===== src/rtl/ebc_pkg.sv =====
// Package for the external bus control unit: types and constants
package ebc_pkg;
  localparam int unsigned EBC_CLK_HZ = 20000000;
  localparam int unsigned EBC_AW = 24;
  localparam int unsigned EBC_DW = 16;
  localparam int unsigned EBC_RAS_LO = 8;
  localparam int unsigned EBC_RAS_HI = 20;
  localparam int unsigned EBC_RAS_W = EBC_RAS_HI - EBC_RAS_LO + 1;
  localparam logic [1:0] EBC_AREA_MODE_RST = 2'h0;
  localparam logic [1:0] EBC_WAIT_NONE = 2'h0;
  localparam logic [2:0] EBC_MUX_WAITS = 3'h2;
  localparam logic [1:0] EBC_CLKSRC_BUS = 2'h0;
  localparam logic [3:0] EBC_CS_IDLE = 4'hf;

  // Processor modes
  typedef enum logic [1:0] {
    EBC_PM_SINGLE = 2'h0,
    EBC_PM_EXPAND = 2'h1,
    EBC_PM_MICRO = 2'h2
  } ebc_pmode_e;

  // Bus sequencer states, Gray along idle-addr-wait-ready-end
  typedef enum logic [2:0] {
    EBC_IDLE = 3'h0,
    EBC_ADDR = 3'h1,
    EBC_WAIT = 3'h3,
    EBC_RDY = 3'h2,
    EBC_END = 3'h6,
    EBC_HOLD = 3'h4
  } ebc_state_e;

  // One access request
  typedef struct packed {
    logic ext;
    logic sfr;
    logic write;
    logic [EBC_AW-1:0] addr;
    logic [EBC_DW-1:0] wdata;
    logic lo_byte;
    logic hi_byte;
    logic [1:0] area;
  } ebc_req_s;

  // Static configuration bits
  typedef struct packed {
    ebc_pmode_e pmode;
    logic [1:0] area_mode;
    logic [3:0] width16;
    logic per_byte;
    logic [1:0] mux_sel;
    logic [1:0] ale_pin_sel;
    logic [7:0] wait_cfg;
    logic int_wait;
    logic [2:0] dram_ctl;
    logic clk_pin_sel;
    logic [1:0] clk_src_sel;
  } ebc_cfg_s;

  // Strobe group
  typedef struct packed {
    logic rd_n;
    logic wr_n;
    logic hbe_n;
    logic wrl_n;
    logic wrh_n;
  } ebc_strb_s;
endpackage


===== src/rtl/ebc_unit.sv =====
// External bus control unit: sequencer, strobes, chip selects, hold
`timescale 1ns/1ps
// Overview of operation
// - Drive external bus only in expanded modes
// - 24 address lines, top line inverted
// - Per-area 8/16 width, area 3 strapped
// - Address held at reset value until first external access
// - DRAM row then column on A8-A20
// - Chip selects share upper lines, mode field
// - Microprocessor mode resets to area mode 0
// - Chip select falls with address
// - Next access decides address/select change
// - Idle after external keeps address and select
// - Bit 2 picks strobe set on 16-bit
// - Reset selects enable-style strobe set
// - Per-byte style: separate low/high writes
// - Enable style: byte enable with A0
// - Latch strobe for multiplexed, pin selectable
// - Ready sampled on bus clock falling edge
// - Ready honoured only during software wait
// - Ready state holds all bus outputs
// - Hold request grants bus after access
// - Priority hold, then DMA, then CPU
// - Hold floats strobes, address, data; selects driven high
// - Internal access keeps address and hbe_n, other strobes high
// - Clock output pin follows select bits
// - DRAM strobes only on DRAM accesses
// - Separate bus wait counts 0/1/1/2/3
// - Multiplexed bus at least two waits
module ebc_unit (
  input wire logic clock,
  input wire logic resetn,
  input wire ebc_pkg::ebc_cfg_s cfg,
  input wire logic bus_width_pin,
  input wire logic cpu_req_valid,
  input wire ebc_pkg::ebc_req_s cpu_req,
  output logic cpu_req_ready,
  input wire logic dma_req_valid,
  input wire ebc_pkg::ebc_req_s dma_req,
  output logic dma_req_ready,
  output logic [ebc_pkg::EBC_DW-1:0] rdata,
  output logic rdata_valid,
  output logic [ebc_pkg::EBC_AW-1:0] addr_out,
  output logic addr_oe,
  output logic [ebc_pkg::EBC_DW-1:0] data_out,
  output logic data_oe,
  input wire logic [ebc_pkg::EBC_DW-1:0] data_in,
  output logic [3:0] chip_select_n,
  output ebc_pkg::ebc_strb_s strobes,
  output logic strobe_oe,
  output logic addr_latch_strobe,
  output logic [1:0] ale_pin_sel_out,
  input wire logic ready_in_n,
  input wire logic bus_clock,
  input wire logic bus_request_n,
  output logic bus_grant_n,
  output logic row_strobe_n,
  output logic low_column_strobe_n,
  output logic high_column_strobe_n,
  output logic dram_write_n,
  input wire logic fc_clk,
  input wire logic f8_clk,
  input wire logic f32_clk,
  output logic clock_output_pin,
  output logic watchdog_stop,
  output logic width16_area3
);
  import ebc_pkg::*;

  ebc_state_e state_q, state_d;
  logic [1:0] rdy_s_q, hold_s_q, bck_s_q, bck_sync_q;
  logic [1:0] rst_seen_q;
  logic strap_q;
  ebc_req_s cur_q;
  logic [2:0] wcnt_q;
  logic [EBC_AW-1:0] addr_q;
  logic [3:0] cs_n_q;
  ebc_strb_s strb_q;
  logic ale_q, col_q, rdy_q, sw_wait_q, grant_q;
  logic ras_n_q, low_column_strobe_n_n_q, high_column_strobe_n_n_q, dw_n_q;
  logic [EBC_DW-1:0] rdata_q;
  logic rvalid_q;

  // Synchronisers: first stage feeds only the second
  always_ff @(posedge clock or negedge resetn) begin
    if (!resetn) begin
      rdy_s_q <= 2'h3;
      hold_s_q <= 2'h3;
      bck_s_q <= 2'h0;
      bck_sync_q <= 2'h0;
    end else begin
      rdy_s_q <= {rdy_s_q[0], ready_in_n};
      hold_s_q <= {hold_s_q[0], bus_request_n};
      bck_s_q <= {bck_s_q[0], bus_clock};
      bck_sync_q <= {bck_sync_q[0], bck_s_q[1]};
    end
  end

  wire rdy_n_sync = rdy_s_q[1];
  wire hold_req = !hold_s_q[1];
  wire bck_fall = bck_sync_q[1] && !bck_s_q[1];
  wire expanded = (cfg.pmode != EBC_PM_SINGLE);

  // Strap caught after reset release, so no port feeds an async load
  always_ff @(posedge clock or negedge resetn) begin
    if (!resetn) begin
      rst_seen_q <= 2'h0;
      strap_q <= 1'b0;
    end else begin
      rst_seen_q <= {rst_seen_q[0], 1'b1};
      if (!rst_seen_q[1]) begin
        strap_q <= !bus_width_pin;
      end
    end
  end

  // Area 3 width: strap ORed with its own software bit
  wire [3:0] width16 = {strap_q | cfg.width16[3], cfg.width16[2:0]};
  assign width16_area3 = width16[3];

  // Request arbitration, external hold wins first
  wire dma_win = dma_req_valid;
  wire any_req = cpu_req_valid || dma_req_valid;
  ebc_req_s next_req;
  assign next_req = dma_win ? dma_req : cpu_req;
  wire start = (state_q == EBC_IDLE) && any_req && !hold_req;
  assign dma_req_ready = start && dma_win;
  assign cpu_req_ready = start && !dma_win;

  // Wait count: mux spaces at least two, separate zero-wait reads take none
  wire [1:0] nw = cfg.wait_cfg[{next_req.area, 1'b0} +: 2];
  wire nmux = cfg.mux_sel != 2'h0;
  wire [2:0] nw_ext = nmux ? ((nw > 2'h1) ? {1'b0, nw} : EBC_MUX_WAITS)
    : ((nw == EBC_WAIT_NONE) ? {2'h0, next_req.write} : {1'b0, nw});
  wire [2:0] nw_int = next_req.sfr ? 3'h1 : {2'h0, cfg.int_wait};
  wire [2:0] nwait = next_req.ext ? nw_ext : nw_int;
  wire nsw = next_req.ext && (nw != EBC_WAIT_NONE || nmux);

  // Chip select decode by area mode; area 2 is DRAM in modes 0-2
  wire dram_on = cfg.dram_ctl != 3'h0;
  wire [1:0] am = (cfg.pmode == EBC_PM_MICRO && !rst_seen_q[1]) ?
    EBC_AREA_MODE_RST : cfg.area_mode;
  wire is_dram = next_req.area == 2'h2 && dram_on && am != 2'h3;
  logic [3:0] cs_dec;
  always_comb begin
    cs_dec = EBC_CS_IDLE;
    if (am != EBC_AREA_MODE_RST) begin
      case (next_req.area)
        2'h0: cs_dec = 4'he;
        2'h1: cs_dec = (am == 2'h2) ? 4'hf : 4'hd;
        2'h2: cs_dec = (am == 2'h3) ? 4'h7 : 4'hf;
        default: cs_dec = 4'hb;
      endcase
    end
  end
  // Pins: cs[0] area 3, cs[1] area 0, cs[2] area 1, cs[3] area 2
  wire [3:0] cs_to_pin = {cs_dec[3], cs_dec[1], cs_dec[0], cs_dec[2]};

  // Strobe encodings for the starting access
  wire n16 = width16[next_req.area];
  wire use_byte = n16 && cfg.per_byte;
  ebc_strb_s strb_go;
  always_comb begin
    strb_go = '{1'b1, 1'b1, 1'b1, 1'b1, 1'b1};
    strb_go.rd_n = next_req.write;
    strb_go.hbe_n = !(n16 && next_req.hi_byte);
    if (use_byte) begin
      strb_go.wrl_n = !(next_req.write && next_req.lo_byte);
      strb_go.wrh_n = !(next_req.write && next_req.hi_byte);
    end else begin
      strb_go.wr_n = !next_req.write;
    end
  end

  // Sequencer
  wire wdone = wcnt_q == 3'h0;
  always_comb begin
    state_d = state_q;
    case (state_q)
      EBC_IDLE: begin
        if (hold_req) begin
          state_d = EBC_HOLD;
        end else if (start) begin
          state_d = EBC_ADDR;
        end
      end
      EBC_ADDR: state_d = wdone ? EBC_END : EBC_WAIT;
      EBC_WAIT: begin
        if (rdy_q) begin
          state_d = EBC_RDY;
        end else if (wdone) begin
          state_d = EBC_END;
        end
      end
      EBC_RDY: state_d = rdy_q ? EBC_RDY : EBC_WAIT;
      EBC_END: state_d = EBC_IDLE;
      EBC_HOLD: state_d = hold_req ? EBC_HOLD : EBC_IDLE;
      default: state_d = EBC_IDLE;
    endcase
  end

  wire last_cycle = state_d == EBC_END && state_q != EBC_END;

  always_ff @(posedge clock or negedge resetn) begin
    if (!resetn) begin
      state_q <= EBC_IDLE;
      grant_q <= 1'b0;
    end else begin
      state_q <= state_d;
      grant_q <= state_d == EBC_HOLD;
    end
  end

  // Ready: only inside software waits, sampled at bus clock fall
  always_ff @(posedge clock or negedge resetn) begin
    if (!resetn) begin
      rdy_q <= 1'b0;
    end else if (!sw_wait_q || state_q == EBC_IDLE) begin
      rdy_q <= 1'b0;
    end else if (bck_fall && state_q != EBC_ADDR) begin
      rdy_q <= !rdy_n_sync;
    end
  end

  // Access bookkeeping and wait counter
  always_ff @(posedge clock or negedge resetn) begin
    if (!resetn) begin
      cur_q <= '0;
      wcnt_q <= 3'h0;
      sw_wait_q <= 1'b0;
      col_q <= 1'b0;
    end else if (start) begin
      cur_q <= next_req;
      wcnt_q <= nwait;
      sw_wait_q <= nsw;
      col_q <= 1'b0;
    end else if ((state_q == EBC_ADDR || state_q == EBC_WAIT) &&
                 !rdy_q && !wdone) begin
      wcnt_q <= wcnt_q - 3'h1;
      col_q <= 1'b1; // Column phase after the first cycle
    end
  end

  // Address and select: internal keeps address, select goes high
  // Idle keeps both, so a select may span several cycles
  wire [EBC_AW-1:0] col_addr = {cur_q.addr[EBC_AW-1:EBC_RAS_HI+1],
    cur_q.addr[EBC_RAS_W-1:0], cur_q.addr[EBC_RAS_LO-1:0]};
  wire dram_cur = cur_q.ext && cur_q.area == 2'h2 && dram_on &&
    am != 2'h3;
  always_ff @(posedge clock or negedge resetn) begin
    if (!resetn) begin
      addr_q <= '0; // Held until the first external access
      cs_n_q <= EBC_CS_IDLE;
      strb_q <= '{1'b1, 1'b1, 1'b1, 1'b1, 1'b1};
    end else if (start) begin
      if (next_req.ext) begin
        addr_q <= next_req.addr;
        cs_n_q <= cs_to_pin;
        strb_q <= strb_go;
      end else begin
        cs_n_q <= EBC_CS_IDLE;
        strb_q <= '{1'b1, 1'b1, strb_q.hbe_n, 1'b1, 1'b1};
      end
    end else if (dram_cur && col_q && state_q == EBC_WAIT) begin
      addr_q <= col_addr;
    end else if (state_q == EBC_END) begin
      strb_q <= '{1'b1, 1'b1, strb_q.hbe_n, 1'b1, 1'b1};
    end
  end

  // DRAM strobes and latch strobe
  always_ff @(posedge clock or negedge resetn) begin
    if (!resetn) begin
      ras_n_q <= 1'b1;
      low_column_strobe_n_n_q <= 1'b1;
      high_column_strobe_n_n_q <= 1'b1;
      dw_n_q <= 1'b1;
      ale_q <= 1'b0;
    end else begin
      ale_q <= start && nmux;
      ras_n_q <= !(dram_cur && state_q != EBC_IDLE &&
        state_q != EBC_HOLD);
      low_column_strobe_n_n_q <= !(dram_cur && col_q && cur_q.lo_byte);
      high_column_strobe_n_n_q <= !(dram_cur && col_q && cur_q.hi_byte);
      dw_n_q <= !(dram_cur && cur_q.write);
    end
  end

  // Read capture at end of a read
  always_ff @(posedge clock or negedge resetn) begin
    if (!resetn) begin
      rdata_q <= '0;
      rvalid_q <= 1'b0;
    end else begin
      rvalid_q <= last_cycle && !cur_q.write;
      if (last_cycle && !cur_q.write) begin
        rdata_q <= data_in;
      end
    end
  end

  wire drive = expanded && !grant_q;
  wire dram_strb = dram_cur && state_q != EBC_IDLE;
  assign addr_out = {~addr_q[EBC_AW-1], addr_q[EBC_AW-2:0]};
  assign addr_oe = drive;
  assign data_out = cur_q.wdata;
  assign data_oe = drive && cur_q.ext && cur_q.write &&
    state_q != EBC_IDLE;
  assign chip_select_n = drive ? cs_n_q : EBC_CS_IDLE;
  assign strobes = (dram_strb || !drive) ?
    '{1'b1, 1'b1, 1'b1, 1'b1, 1'b1} : strb_q;
  assign strobe_oe = drive;
  assign addr_latch_strobe = ale_q && expanded;
  assign ale_pin_sel_out = cfg.ale_pin_sel;
  assign bus_grant_n = !grant_q;
  assign watchdog_stop = grant_q;
  assign row_strobe_n = ras_n_q;
  assign low_column_strobe_n = low_column_strobe_n_n_q;
  assign high_column_strobe_n = high_column_strobe_n_n_q;
  assign dram_write_n = dw_n_q;
  assign rdata = rdata_q;
  assign rdata_valid = rvalid_q;

  // Clock output selection; bus clock source blocked in single chip unless clk_pin_sel is set
  logic clk_sel;
  always_comb begin
    case (cfg.clk_src_sel)
      2'h1: clk_sel = fc_clk;
      2'h2: clk_sel = f8_clk;
      2'h3: clk_sel = f32_clk;
      default: clk_sel = bck_sync_q[1];
    endcase
  end
  assign clock_output_pin = (!cfg.clk_pin_sel &&
    cfg.clk_src_sel == EBC_CLKSRC_BUS) ? (expanded && bck_sync_q[1]) :
    (cfg.clk_pin_sel ? clk_sel : 1'b0);
endmodule


===== config.mk =====
export PLATFORM = sky130hd
export DESIGN_NAME = ebc_unit
export DESIGN_NICKNAME = d
export VERILOG_FILES = /design/src/rtl/ebc_pkg.sv /design/src/rtl/ebc_unit.sv
export SDC_FILE = /design/constraint.sdc
export NUM_CORES = 1
export LEC_CHECK = 0
export ABC_CLOCK_PERIOD_IN_PS = 5800
export BUFFER_PORTS_ARGS = -buffer_cell sky130_fd_sc_hd__buf_2
export CAP_MARGIN = 20
export CORE_MARGIN = 2
export CORE_UTILIZATION = 52
export CTS_CLUSTER_SIZE = 20
export DETAILED_ROUTE_END_ITERATION = 16
export GPL_TIMING_DRIVEN = 0
export MAX_ROUTING_LAYER = met4
export PLACE_DENSITY_LB_ADDON = 0.1
export SLEW_MARGIN = 10
export SYNTH_ARGS = -nofsm -noshare
export SYNTH_HDL_FRONTEND = slang
export SYNTH_SLANG_ARGS = --single-unit
export TNS_END_PERCENT = 5

===== constraint.sdc =====
create_clock -name clock -period 5.8 [get_ports clock]
set_input_delay 0 -clock clock [delete_from_list [all_inputs] [get_ports clock]]
set_output_delay 0 -clock clock [all_outputs]
set_load 0.1 [all_outputs]

# Yosys cells after proc, flatten, opt, wreduce, memory -nomap -nowiden
# Cells that the tools add are included.
# word_totals
n_memories	0
ram_bits	0
latchBits	0
out_inout_bits	82
elab_cells	180
regBits	122
input_bits	149
romBits	0
# op_classes
eq_ne	22
shifts	1
mux	42
bitwise	2
order_cmp	2
addsub	1
n_reduce_logical	77
mul	0
div_mod_pow	0
# op_table
cell	n
2-to-1 mux 24 bit	3
2-to-1 mux 47 bit	1
logical AND 1 bit	34
2-to-1 mux 5 bit	5
2-to-1 mux 3 bit	8
zero test 1 bit	20
2-to-1 mux 4 bit	4
nonzero test 2 bit	8
one-hot mux 3 bit (5 select lines)	1
== test 2 bit (second input constant)	7
2-to-1 mux 2 bit	7
== test 3 bit (second input constant)	4
one-hot mux 4 bit (3 select lines)	1
2-to-1 mux 1 bit	10
variable part select 8 x 4 -> 2 bit	1
== test 3 x 2 -> 1 bit (second input constant)	2
zero test 2 bit	3
zero test 3 bit	2
inequality test 2 bit (second input constant)	3
inequality test 3 bit (second input constant)	2
AND reduction 2 bit	3
nonzero test 3 bit	2
logical OR 1 bit	5
== test 2 x 1 -> 1 bit (second input constant)	2
other kinds (9)	9

# Depth between registers and ports, before layout
# Gate-level depths: netlist of the first run.
# logic_depth
ltp_word	9
mapped_depth	8
mapped_depth_nobuf	7

# Least setup slack after synthesis of the first run
# Ideal clock, no wire load.
# synth_timing
path_kind	flip-flop to output port
start	reg grant_q, in the netlist watchdog_stop
end	out data_oe
arrival_ps	3160
n_path_buf	0
path_slack_ps	2640
required_ps	5800
stages_incl_launch_ff	4
cell_sequence	dfrtp_1 > inv_1 > o21ai_0 > nor2_1
# synth_between
elab_chain_len	5
# synth_rtl
item	line	source
start, declared	ebc_unit.sv:79	logic ale_q, col_q, rdy_q, sw_wait_q, grant_q;
start signal, assigned	ebc_unit.sv:207	grant_q <= 1'b0;
start signal, assigned	ebc_unit.sv:210	grant_q <= state_d == EBC_HOLD;
zero test 1 bit	n/a	
named net bus_grant_n	ebc_unit.sv:56	output logic bus_grant_n,
logical AND 1 bit	ebc_unit.sv:302	wire drive = expanded && !grant_q;
logical AND 1 bit (3 in series)	ebc_unit.sv:307	assign data_oe = drive && cur_q.ext && cur_q.write &&
end, declared	ebc_unit.sv:46	output logic data_oe,
# The timed path passes the listed nets, and every way through them passes these cells.

# Worst setup path in the final report of the first run
# layout_timing
start	reg state_q[0]
end	reg wcnt_q[0]
# layout_between
elab_chain_len	5
elab_cells_between_ends	10
cone_classes	eq/ne (2); mux (1); reduce/logical (7)
# layout_rtl
item	line	source
start, declared	ebc_unit.sv:70	ebc_state_e state_q, state_d;
start signal, assigned	ebc_unit.sv:209	state_q <= state_d;
== test 3 x 1 -> 1 bit or == test 3 x 2 -> 1 bit (tied branches)	ebc_unit.sv:237	end else if ((state_q == EBC_ADDR || state_q == EBC_WAIT) &&
logical OR 1 bit	ebc_unit.sv:237	
logical AND 1 bit	ebc_unit.sv:237	
logical AND 1 bit	ebc_unit.sv:238	!rdy_q && !wdone) begin
nonzero test 2 bit (no source line)	n/a	
end signal, assigned	ebc_unit.sv:234	wcnt_q <= nwait;
end signal, assigned	ebc_unit.sv:239	wcnt_q <= wcnt_q - 3'h1;
end, declared	ebc_unit.sv:75	logic [2:0] wcnt_q;
# Parallel ways exist; a longest one is shown, timed or not.
# A chain may end at the register's enable or synchronous reset.

==> impl_metrics.ini, run 1 <==
[synth]
synth_cell_types = 60
synth_fa_ha_area_share_pct = 0.457
yosys.area_share.simple_pct = 15.4
synth_seq_cells = 114
synth-async-reset-ratio_pct = 100
synthXorXnorAreaFrac_pct = 0.320
syn_area_per_cell_um2 = 10.6
synth_top_area_cell = dfrtp_1
synth.yosys.seq_area_share_pct = 52.5
synth.most_common_cell = nand2_1
netlist_instances = 517
yosys-top-cells-count = 115 x nand2_1, 97 x dfrtp_1, 44 x buf_4
synth_area_mm2 = 0.00547
synth_top_cells_by_area = dfrtp_1 44%, dfstp_2 8.2%, nand2_1 7.9%
synth_top_family_by_area = simple AND/OR/NAND/NOR gates
syn-num-nets = 668
synth_top_area_share_pct = 44.4
synth_compound_area_share_pct = 11.6
synth-main-ff-cell = dfrtp_1
yosys_warnings = 0
synth_mux_area_share_pct = 8.98
synth_edf_count = 0

[clocking]
clk_latency_ps = 510
clock_sinks = 114
clock_path_buffers = 2
cts_buffers = 17
cts_root_buf = clkbuf_8
clkTransAtPathRegs_ps = 60
h-tree-depth = 4
cts_tree = done

[worst_setup_path]
r2r-end = wcnt_q[0]
cpMaxStageDelayCell = dlygate4sd3_1
cp-end-kind = register
ff2ff_setup_slack_ps = 2900
crit_chain = buf_6 > nor4b_4 > nor2b_1 > o211ai_1 > dlygate4sd3_1 > o21ai_0 > a31o_2 > dlygate4sd3_1
max_stage_delay_ps = 600
crit_fanout = 10
cp-start-kind = register
r2r-start = state_q[0]
r2r_cells = 8
path_class = register to register
cp.arrival_ps = 3340
worstPathRequired_ps = 6240
cp_common_cell = dlygate4sd3_1

[placed_design]
io_buffers = 228
place_ws_ps = 3570
hpwl_mm = 10.5
placed_area_mm2 = 0.00682
globalplace.congestion = 0.873

[cells_and_area]
fin_nets = 1047
antenna_cells = 0
synthToLayoutAreaGrowth_pct = 59.8
fillers = 574
drive_gt1_share_pct = 40.9
final_area_mm2 = 0.00875

[detailed_routing]
drtIter0Drc = 423
via_count = 5594
wirelength_mm = 18.3
vias_per_cell = 5.35
antenna_left = 0
drc = 0
dr.pass1.iters = 7
wl_per_cell_um = 17.6

[floorplanning]
die_w_um = 107
io_pins = 231
core_mm2 = 0.0103
rows = 37
dieArea_mm2 = 0.0114
die_y_um = 107
start_util_pct = 53.3

[run_status]
status = finished clean

[grt]
grt-ovfl-total = 0
grt.total_usage_pct = 33.5
grt_pass1_wl_mm = 28.5
antenna_found_initial = 0
grt_pass1_vias = 5891
grt_max_degree = 68

[sta]
rsz0062_at_grt = no
hold_viol = 0
worst_pin_slew_ps = 734
relSlewSlack_pct = 50.7
setup_violations = 0
fin_skew_ps = 12.5
fin_setup_tns_ps = 0
finalCritPeriodShare_pct = 50.0
post-route-worst-setup-slack_ps = 2900
drv_slew = 0
finalCriticalPeriod_ps = 2900
fmax_ghz = 0.345

[power_and_ir_drop]
ir_worst_vdd_uv = 473
p_leak_uw = 0.00451
p_per_area_mw_per_mm2 = 619

[hold_path]
hold_class = input port to asynchronous set/reset pin

[run]
drv_cap = 0
## metal layers
metal | wire length, um | global-route usage, %
met3 | 1240 | 6.38
met5 | 0 | -
met1 | 6610 | 36.2
met4 | 787 | 17.3
met2 | 9710 | 58.6
## placed cells by master, fill, tap and decap left out, types with 3 or more instances in the layout
master and instances:
nand2_1 115, o21ai_0 7, dfstp_2 17, a22oi_1 11
dfrtp_1 97, clkbuf_1 7, nor2_1 22, mux2i_1 14
buf_4 44, mux2_2 10, nor2b_1 4, a21oi_1 9
clkbuf_16 16, or3_1 6, a222oi_1 24, inv_1 33
nand2b_1 7, clkinv_4 4, dlygate4sd3_1 131, buf_6 5
clkinv_2 3, bufinv_16 4, mux2_4 12, buf_2 239
a31oi_1 4, nor3_1 3, nand3_1 10
## logic make-up (layout without fill, tap and decap cells)
family / count (synthesis) / count (layout)
AND/OR/NAND/NOR: 183 / 183
flip-flops: 114 / 114
buffers and inverters: 100 / 492
AO/OA/AOI/OAI: 76 / 76
multiplexers: 39 / 39
adder cells (fa/ha/maj): 2 / 2
XOR/XNOR: 2 / 2
other: 1 / 1
## critical path, delay by kind of cell, from the launching register on
| family | cells | cell delay, ps |
|---|---|---|
| flops | 1 | 370 |
| simple gates | 2 | 810 |
| buf+inv | 3 | 1280 |
| compound gates | 3 | 380 |
## layout make-up
cell class	instances	area, um^2	share of cell area (%)
sequential	114	2870	32.9
timing repair buffer	360	2490	28.4
multi-input combinational	303	2010	23.0
buffer	66	458	5.24
clock buffer	19	432	4.94
clock inverter	13	185	2.12
tap	136	170	1.95
inverter	34	128	1.46
## report_power, final
part	switching (uW)	internal (uW)	total, uW
clock	371	709	1080
combinational	2160	858	3020
sequential	190	1130	1320
total	2720	2700	5420
## sequential cells by signal, summed over array words and instances, names as in the netlist, 2 cells and up
register / count
state_q: 3
addr_q: 24
rdy_s_q: 2
wcnt_q: 3
cur_q: 6
col_addr: 16
rst_seen_q: 2
strb_q: 5
cs_n_q: 4
bck_s_q: 2
data_out: 16
bck_sync_q: 2
rdata: 16
hold_s_q: 2
## through the flow
stage               std cells  hold slack [ps]  utilization [%]  power [uW]
floorplan                 517             -296                -        3580
global placement          881              106             66.0        3970
detailed placement        882            -33.0             66.3        4020
CTS                      1045            0.496             85.1        5340
global route             1045             23.0             85.1        5620
finish                   1045             3.30             85.1        5420
## how the worst max path moves through the flow
stage,startpoint,to,slack (ps),depth (start not counted)
after floorplan,watchdog_stop,data_oe,2640,3
after global placement,resetn,addr_q[11],3420,1
after detailed placement,state_q[0],cpu_req_ready,3570,7
after CTS,state_q[0],wcnt_q[0],3000,8
after global routing,state_q[0],wcnt_q[0],2810,8
final,state_q[0],wcnt_q[0],2900,8
## repair_timing
action	in CTS	in global routing
hold buffers	131	0
setup buffers	0	0
resized for setup	0	0
hold endpoints to repair	202	0
No activity file was read; power rests on OpenSTA's default activity.
==> run 2, diff against run 1 <==
- ABC_CLOCK_PERIOD_IN_PS: 5800 -> 2700
- CORE_UTILIZATION: 52 -> 48
- clock period: 5.8 -> 2.7 ns (I/O delays scaled with it)
==> run 2 against run 1 <==
Compared with the run above: worst hold slack gained 14 ps; register-to-register slack worse by 2800 ps; maximum frequency rose by 13%; largest cell class is now sequential cells; sequential cell count stayed put; first-iteration DRC count fell by 26%; power increased by 110%; highest routed layer unchanged; combinational power increased by 110%.
==> impl_metrics.ini, run 2 (synthesis gave the netlist of run 1 again) <==
[grt]
antenna_found_initial = 0
grt_pass1_vias = 5615
grt-ovfl-total = 0
grt_max_degree = 59
grt_pass1_wl_mm = 27.0
grt.total_usage_pct = 28.2

[worst_setup_path]
cp-end-kind = register
crit_chain = buf_6 > nor4b_4 > o21ai_4 > buf_4 > buf_2 > a222oi_1 > dlygate4sd3_1 > inv_1
cp-start-kind = register
worstPathRequired_ps = 2990
r2r-start = state_q[0]
r2r_cells = 8
crit_fanout = 10
path_class = register to register
ff2ff_setup_slack_ps = 130
max_stage_delay_ps = 620
cpMaxStageDelayCell = dlygate4sd3_1
cp.arrival_ps = 2870
r2r-end = data_out[13]

[sta]
hold_viol = 0
worst_pin_slew_ps = 706
finalCritPeriodShare_pct = 95.3
drv_slew = 0
fmax_ghz = 0.389
relSlewSlack_pct = 52.6
finalCriticalPeriod_ps = 2570
post-route-worst-setup-slack_ps = 127
fin_skew_ps = 15.6
setup_violations = 0

[run]
drv_cap = 0

[placed_design]
io_buffers = 228
place_ws_ps = 370
globalplace.congestion = 0.837
hpwl_mm = 10.6

[cells_and_area]
largest-register = addr_q
fin_util_pct = 78.5
mostFrequentLayoutCells = 235 x buf_2, 116 x dlygate4sd3_1, 115 x nand2_1, 96 x dfrtp_1, 48 x buf_4
antenna_cells = 0
fin_nets = 1032
drive_gt1_share_pct = 42.3
layout.cells.most_common = buf_2
fillers = 721
synthToLayoutAreaGrowth_pct = 57.5
largest_register_ffs = 24

[power_and_ir_drop]
p_per_area_mw_per_mm2 = 1320
ir_worst_vdd_uv = 1080
p_leak_uw = 0.00447

[clocking]
cts_root_buf = clkbuf_16
h-tree-depth = 4
cts_tree = done
clock_path_buffers = 2
clock_sinks = 114
clkTransAtPathRegs_ps = 50
cts_buffers = 17
clk_latency_ps = 410

[floorplanning]
die_y_um = 111
die_w_um = 111
dieArea_mm2 = 0.0123
core_mm2 = 0.0110
rows = 38
start_util_pct = 49.8
io_pins = 231

[detailed_routing]
wirelength_mm = 16.7
antenna_left = 0
drtIter0Drc = 315
via_count = 5291
vias_per_cell = 5.12
drc = 0
dr.pass1.iters = 12
wl_per_cell_um = 16.2

[hold_path]
hold_depth = 3
min_to = cs_n_q[1]
hold_class = input port to register
hp-start = cfg[25]

[run_status]
status = finished clean
## run 2: cell types whose count changed in the layout (fill, tap and decap cells not counted), moves of 2 or more
cell | previous run | this run
dlygate4sd3_1 | 131 | 116
buf_2 | 239 | 235
buf_4 | 44 | 48
clkbuf_4 | 0 | 2
clkbuf_1 | 7 | 5
clkbuf_2 | 0 | 2
clkinv_4 | 4 | 1
clkinvlp_4 | 2 | 4
## run 2: critical path, delay by kind of cell (launching register included)
kind,cells,cell delay [ps]
DFF,1,370
and+or+nand+nor,1,390
AOI/OAI and AO/OA,2,500
buffers and inverters,5,1230
## run 2: power breakdown
part	internal, uW	total [uW]	switching, uW
logic	1740	6290	4550
clock network	1490	2250	755
registers	2430	2820	386
## run 2: timing repair
action	in CTS	in global routing
hold buffers	116	0
gates resized for setup	2	9
setup buffers	0	2
endpoints found under the setup margin	2	28
pin swaps	0	2
hold endpoints to repair	142	0
## run 2: routing by layer
| layer | GRT usage, % | wire, um | vias to the layer above | part of all wire (%) |
|---|---|---|---|---|
| met5 | - | 0 | - | 0 |
| met4 | 9.92 | 292 | 0 | 1.7 |
| met3 | 6.12 | 960 | 27 | 5.7 |
| met2 | 49.4 | 8910 | 214 | 53 |
| met1 | 32.0 | 6580 | 2575 | 39 |
| li1 | - | - | 2475 | - |
## run 2: how the worst max path moves through the flow
stage / from / end / slack [ps] / cells after the start
3_3_place_gp: resetn / watchdog_stop / 130 / 1
2_1_floorplan: watchdog_stop / strobe_oe / 190 / 4
3_5_place_dp: state_q[0] / cpu_req_ready / 370 / 7
6_report: state_q[0] / data_out[13] / 130 / 8
4_1_cts: hold_s_q[1] / data_out[13] / 20 / 8
5_1_grt: state_q[0] / data_out[13] / -20 / 8
## run 2: layout make-up
class	instances	area [um^2]	share of cell area (%)
Sequential cell	114	2880	33.4
Timing Repair Buffer	347	2360	27.3
Multi-Input combinational cell	303	2030	23.5
Clock buffer	22	464	5.39
Buffer	64	458	5.31
Tap cell	140	175	2.03
Clock inverter	9	131	1.52
Inverter	34	131	1.52
## run 2: stage by stage
stage | TNS, ps | hold slack [ps] | total power (uW) | cells | area, um^2
2_1_floorplan | 0 | -296 | 7700 | 517 | 5480
3_3_place_gp | 0 | 106 | 8540 | 885 | 6800
3_5_place_dp | 0 | 1.55 | 8640 | 886 | 6830
4_1_cts | 0 | 12.4 | 11300 | 1033 | 8590
5_1_grt | -43.4 | 6.15 | 11800 | 1033 | 8620
6_report | 0 | 17.6 | 11400 | 1033 | 8620
==> run 3, diff against run 2 <==
- MAX_ROUTING_LAYER: met4 -> not set
- SETUP_SLACK_MARGIN: not set -> 0.5
==> run 3 against run 2 <==
Compared with the run above: cell area is 1.8% higher; first-iteration DRC count rose by 1.6%; wire length up 6.1%; worst setup slack improved by 370 ps; clock skew is 6.6 ps lower; via count rose by 2.6%; worst hold slack improved by 14 ps; count of clock-buffer cells in the layout shrank 2; sequential cell count is the same; clock power rose by 8.9%; critical path type is now register to primary output.
==> impl_metrics.ini, run 3 (synthesis gave the netlist of run 1 again) <==
[run_status]
status = finished clean

[cells_and_area]
layout.cells.most_common = buf_2
drive_gt1_share_pct = 43.1
largest-register = addr_q
mostFrequentLayoutCells = 228 x buf_2, 116 x dlygate4sd3_1, 115 x nand2_1, 96 x dfrtp_1, 48 x buf_4
largest_register_ffs = 24
instances_no_fill = 1038
synthToLayoutAreaGrowth_pct = 60.2
fillers = 654
fin_util_pct = 79.8
fin_nets = 1035

[power_and_ir_drop]
p_leak_uw = 0.00458
seqPwrFrac_pct = 24.9
finalPower_uw = 11400
p_int_uw = 5670
p_switching_uw = 5720
ir_worst_vdd_uv = 899
p_sw_share_pct = 50.2
p_clk_share_pct = 21.5
p_comb_share_pct = 53.6
p_per_area_mw_per_mm2 = 1300

[floorplanning]
io_pins = 231
core_mm2 = 0.0110
start_util_pct = 49.8
die_w_um = 111
rows = 38
dieArea_mm2 = 0.0123
die_y_um = 111

[grt]
grt_pass1_vias = 5810
grt-ovfl-total = 0
grt.total_usage_pct = 29.1
grt_max_degree = 59
grt_pass1_wl_mm = 28.4
antenna_found_initial = 1

[sta]
worst_pin_slew_ps = 730
relSlewSlack_pct = 50.9
fin_skew_ps = 9.03
fin_setup_tns_ps = 0
finalCriticalPeriod_ps = 2200
fmax_ghz = 0.455
finalCritPeriodShare_pct = 81.4
drv_slew = 0
setup_violations = 0
hold_viol = 0
rsz0062_at_grt = yes

[placed_design]
dp.cells = 886
hpwl_mm = 10.6
globalplace.congestion = 0.828
io_buffers = 228

[worst_setup_path]
r2r_cells = 7
crit_chain = nor4b_4 > and2_1 > clkbuf_2 > buf_6 > buf_4 > buf_8
crit_fanout = 10
cp-end-kind = primary output
r2r-end = addr_q[23]
worstPathRequired_ps = 2700
path_class = register to primary output
max_stage_delay_ps = 560
cpMaxStageDelayCell = dfstp_2
cp-start-kind = register
ff2ff_setup_slack_ps = 540
r2r-start = hold_s_q[1]
cp.arrival_ps = 2200

[clocking]
cts_tree = done
clock_sinks = 114
clk_latency_ps = 410
h-tree-depth = 4
cts_buffers = 17
cts_root_buf = clkbuf_16
clkTransAtPathRegs_ps = 50
clock_path_buffers = 2

[hold_path]
hold_class = input port to register
hp-start = cpu_req[44]
hold_depth = 4
min_to = strb_q[3]

[run]
drv_cap = 0

[detailed_routing]
wirelength_mm = 17.8
via_count = 5431
vias_per_cell = 5.23
dr.pass1.iters = 8
drc = 0
antenna_left = 0
wl_per_cell_um = 17.1
drtIter0Drc = 320
[run 3: changes by cell type in the layout (fill, tap and decap cells not counted), moves of 2 or more]
cell,delta
nand2b_2,+3
buf_2,-7
bufinv_16,+2
buf_6,+3
clkinv_2,+3
nand2b_1,-5
nand2b_4,+2
diode_2,+2
buf_12,+2
clkbuf_4,+2
clkinvlp_4,-3
[run 3: worst max-delay path: cells and delay by family, from the launching register on]
family / cells / cell delay, ps
buf+inv: 4 / 780
simple gates: 2 / 450
flops: 1 / 560
[run 3: stage by stage]
stage          hold slack [ps]  worst slack (ps)  area (um^2)
2_1_floorplan             -296               524         5510
3_3_place_gp               106             -72.7         6830
3_5_place_dp              11.9               405         6860
4_1_cts                   17.6               400         8700
5_1_grt                   44.8               416         8770
6_report                  31.7               501         8770
[run 3: how the worst max path moves through the flow]
stage | slack, ps | from | endpoint
5_1_grt | 420 | state_q[0] | dma_req_ready
3_5_place_dp | 410 | state_q[0] | cpu_req_ready
2_1_floorplan | 520 | watchdog_stop | data_oe
6_report | 500 | hold_s_q[1] | dma_req_ready
4_1_cts | 400 | hold_s_q[1] | dma_req_ready
3_3_place_gp | -70 | resetn | watchdog_stop
[run 3: repair_timing]
| item | 4_1_cts | 5_1_grt |
|---|---|---|
| pin swaps | 0 | 2 |
| setup endpoints to repair | 7 | 28 |
| cloned | 0 | 0 |
| buffers inserted | 0 | 3 |
| hold endpoints to repair | 147 | 0 |
| gates resized for setup | 13 | 10 |
| hold buffers | 116 | 0 |
[run 3: layout make-up]
class | instances | area [um^2] | area share (%)
timing repair buffer | 348 | 2410 | 27.5
sequential | 114 | 2880 | 32.8
multi-input combinational | 303 | 2050 | 23.4
buffer | 66 | 482 | 5.49
clock buffer | 20 | 457 | 5.21
antenna | 2 | 5.00 | 0.0571
clock inverter | 11 | 184 | 2.10
inverter | 34 | 131 | 1.50
tap | 140 | 175 | 2.00
[run 3: power by group through the flow]
stage,Sequential [uW],Clock (uW),Combinational (uW)
after CTS,2810,2460,6010
after floorplan,3670,0,4050
final,2830,2450,6110
after detailed placement,2810,0,5850
after global routing,2910,2560,6370
after global placement,2780,0,5760
[run 3: layer usage]
metal | GRT usage [%] | wire length [um]
met1 | 32.0 | 6720
met2 | 52.6 | 9470
met3 | 7.76 | 1100
met4 | 12.5 | 476
met5 | 0 | 0
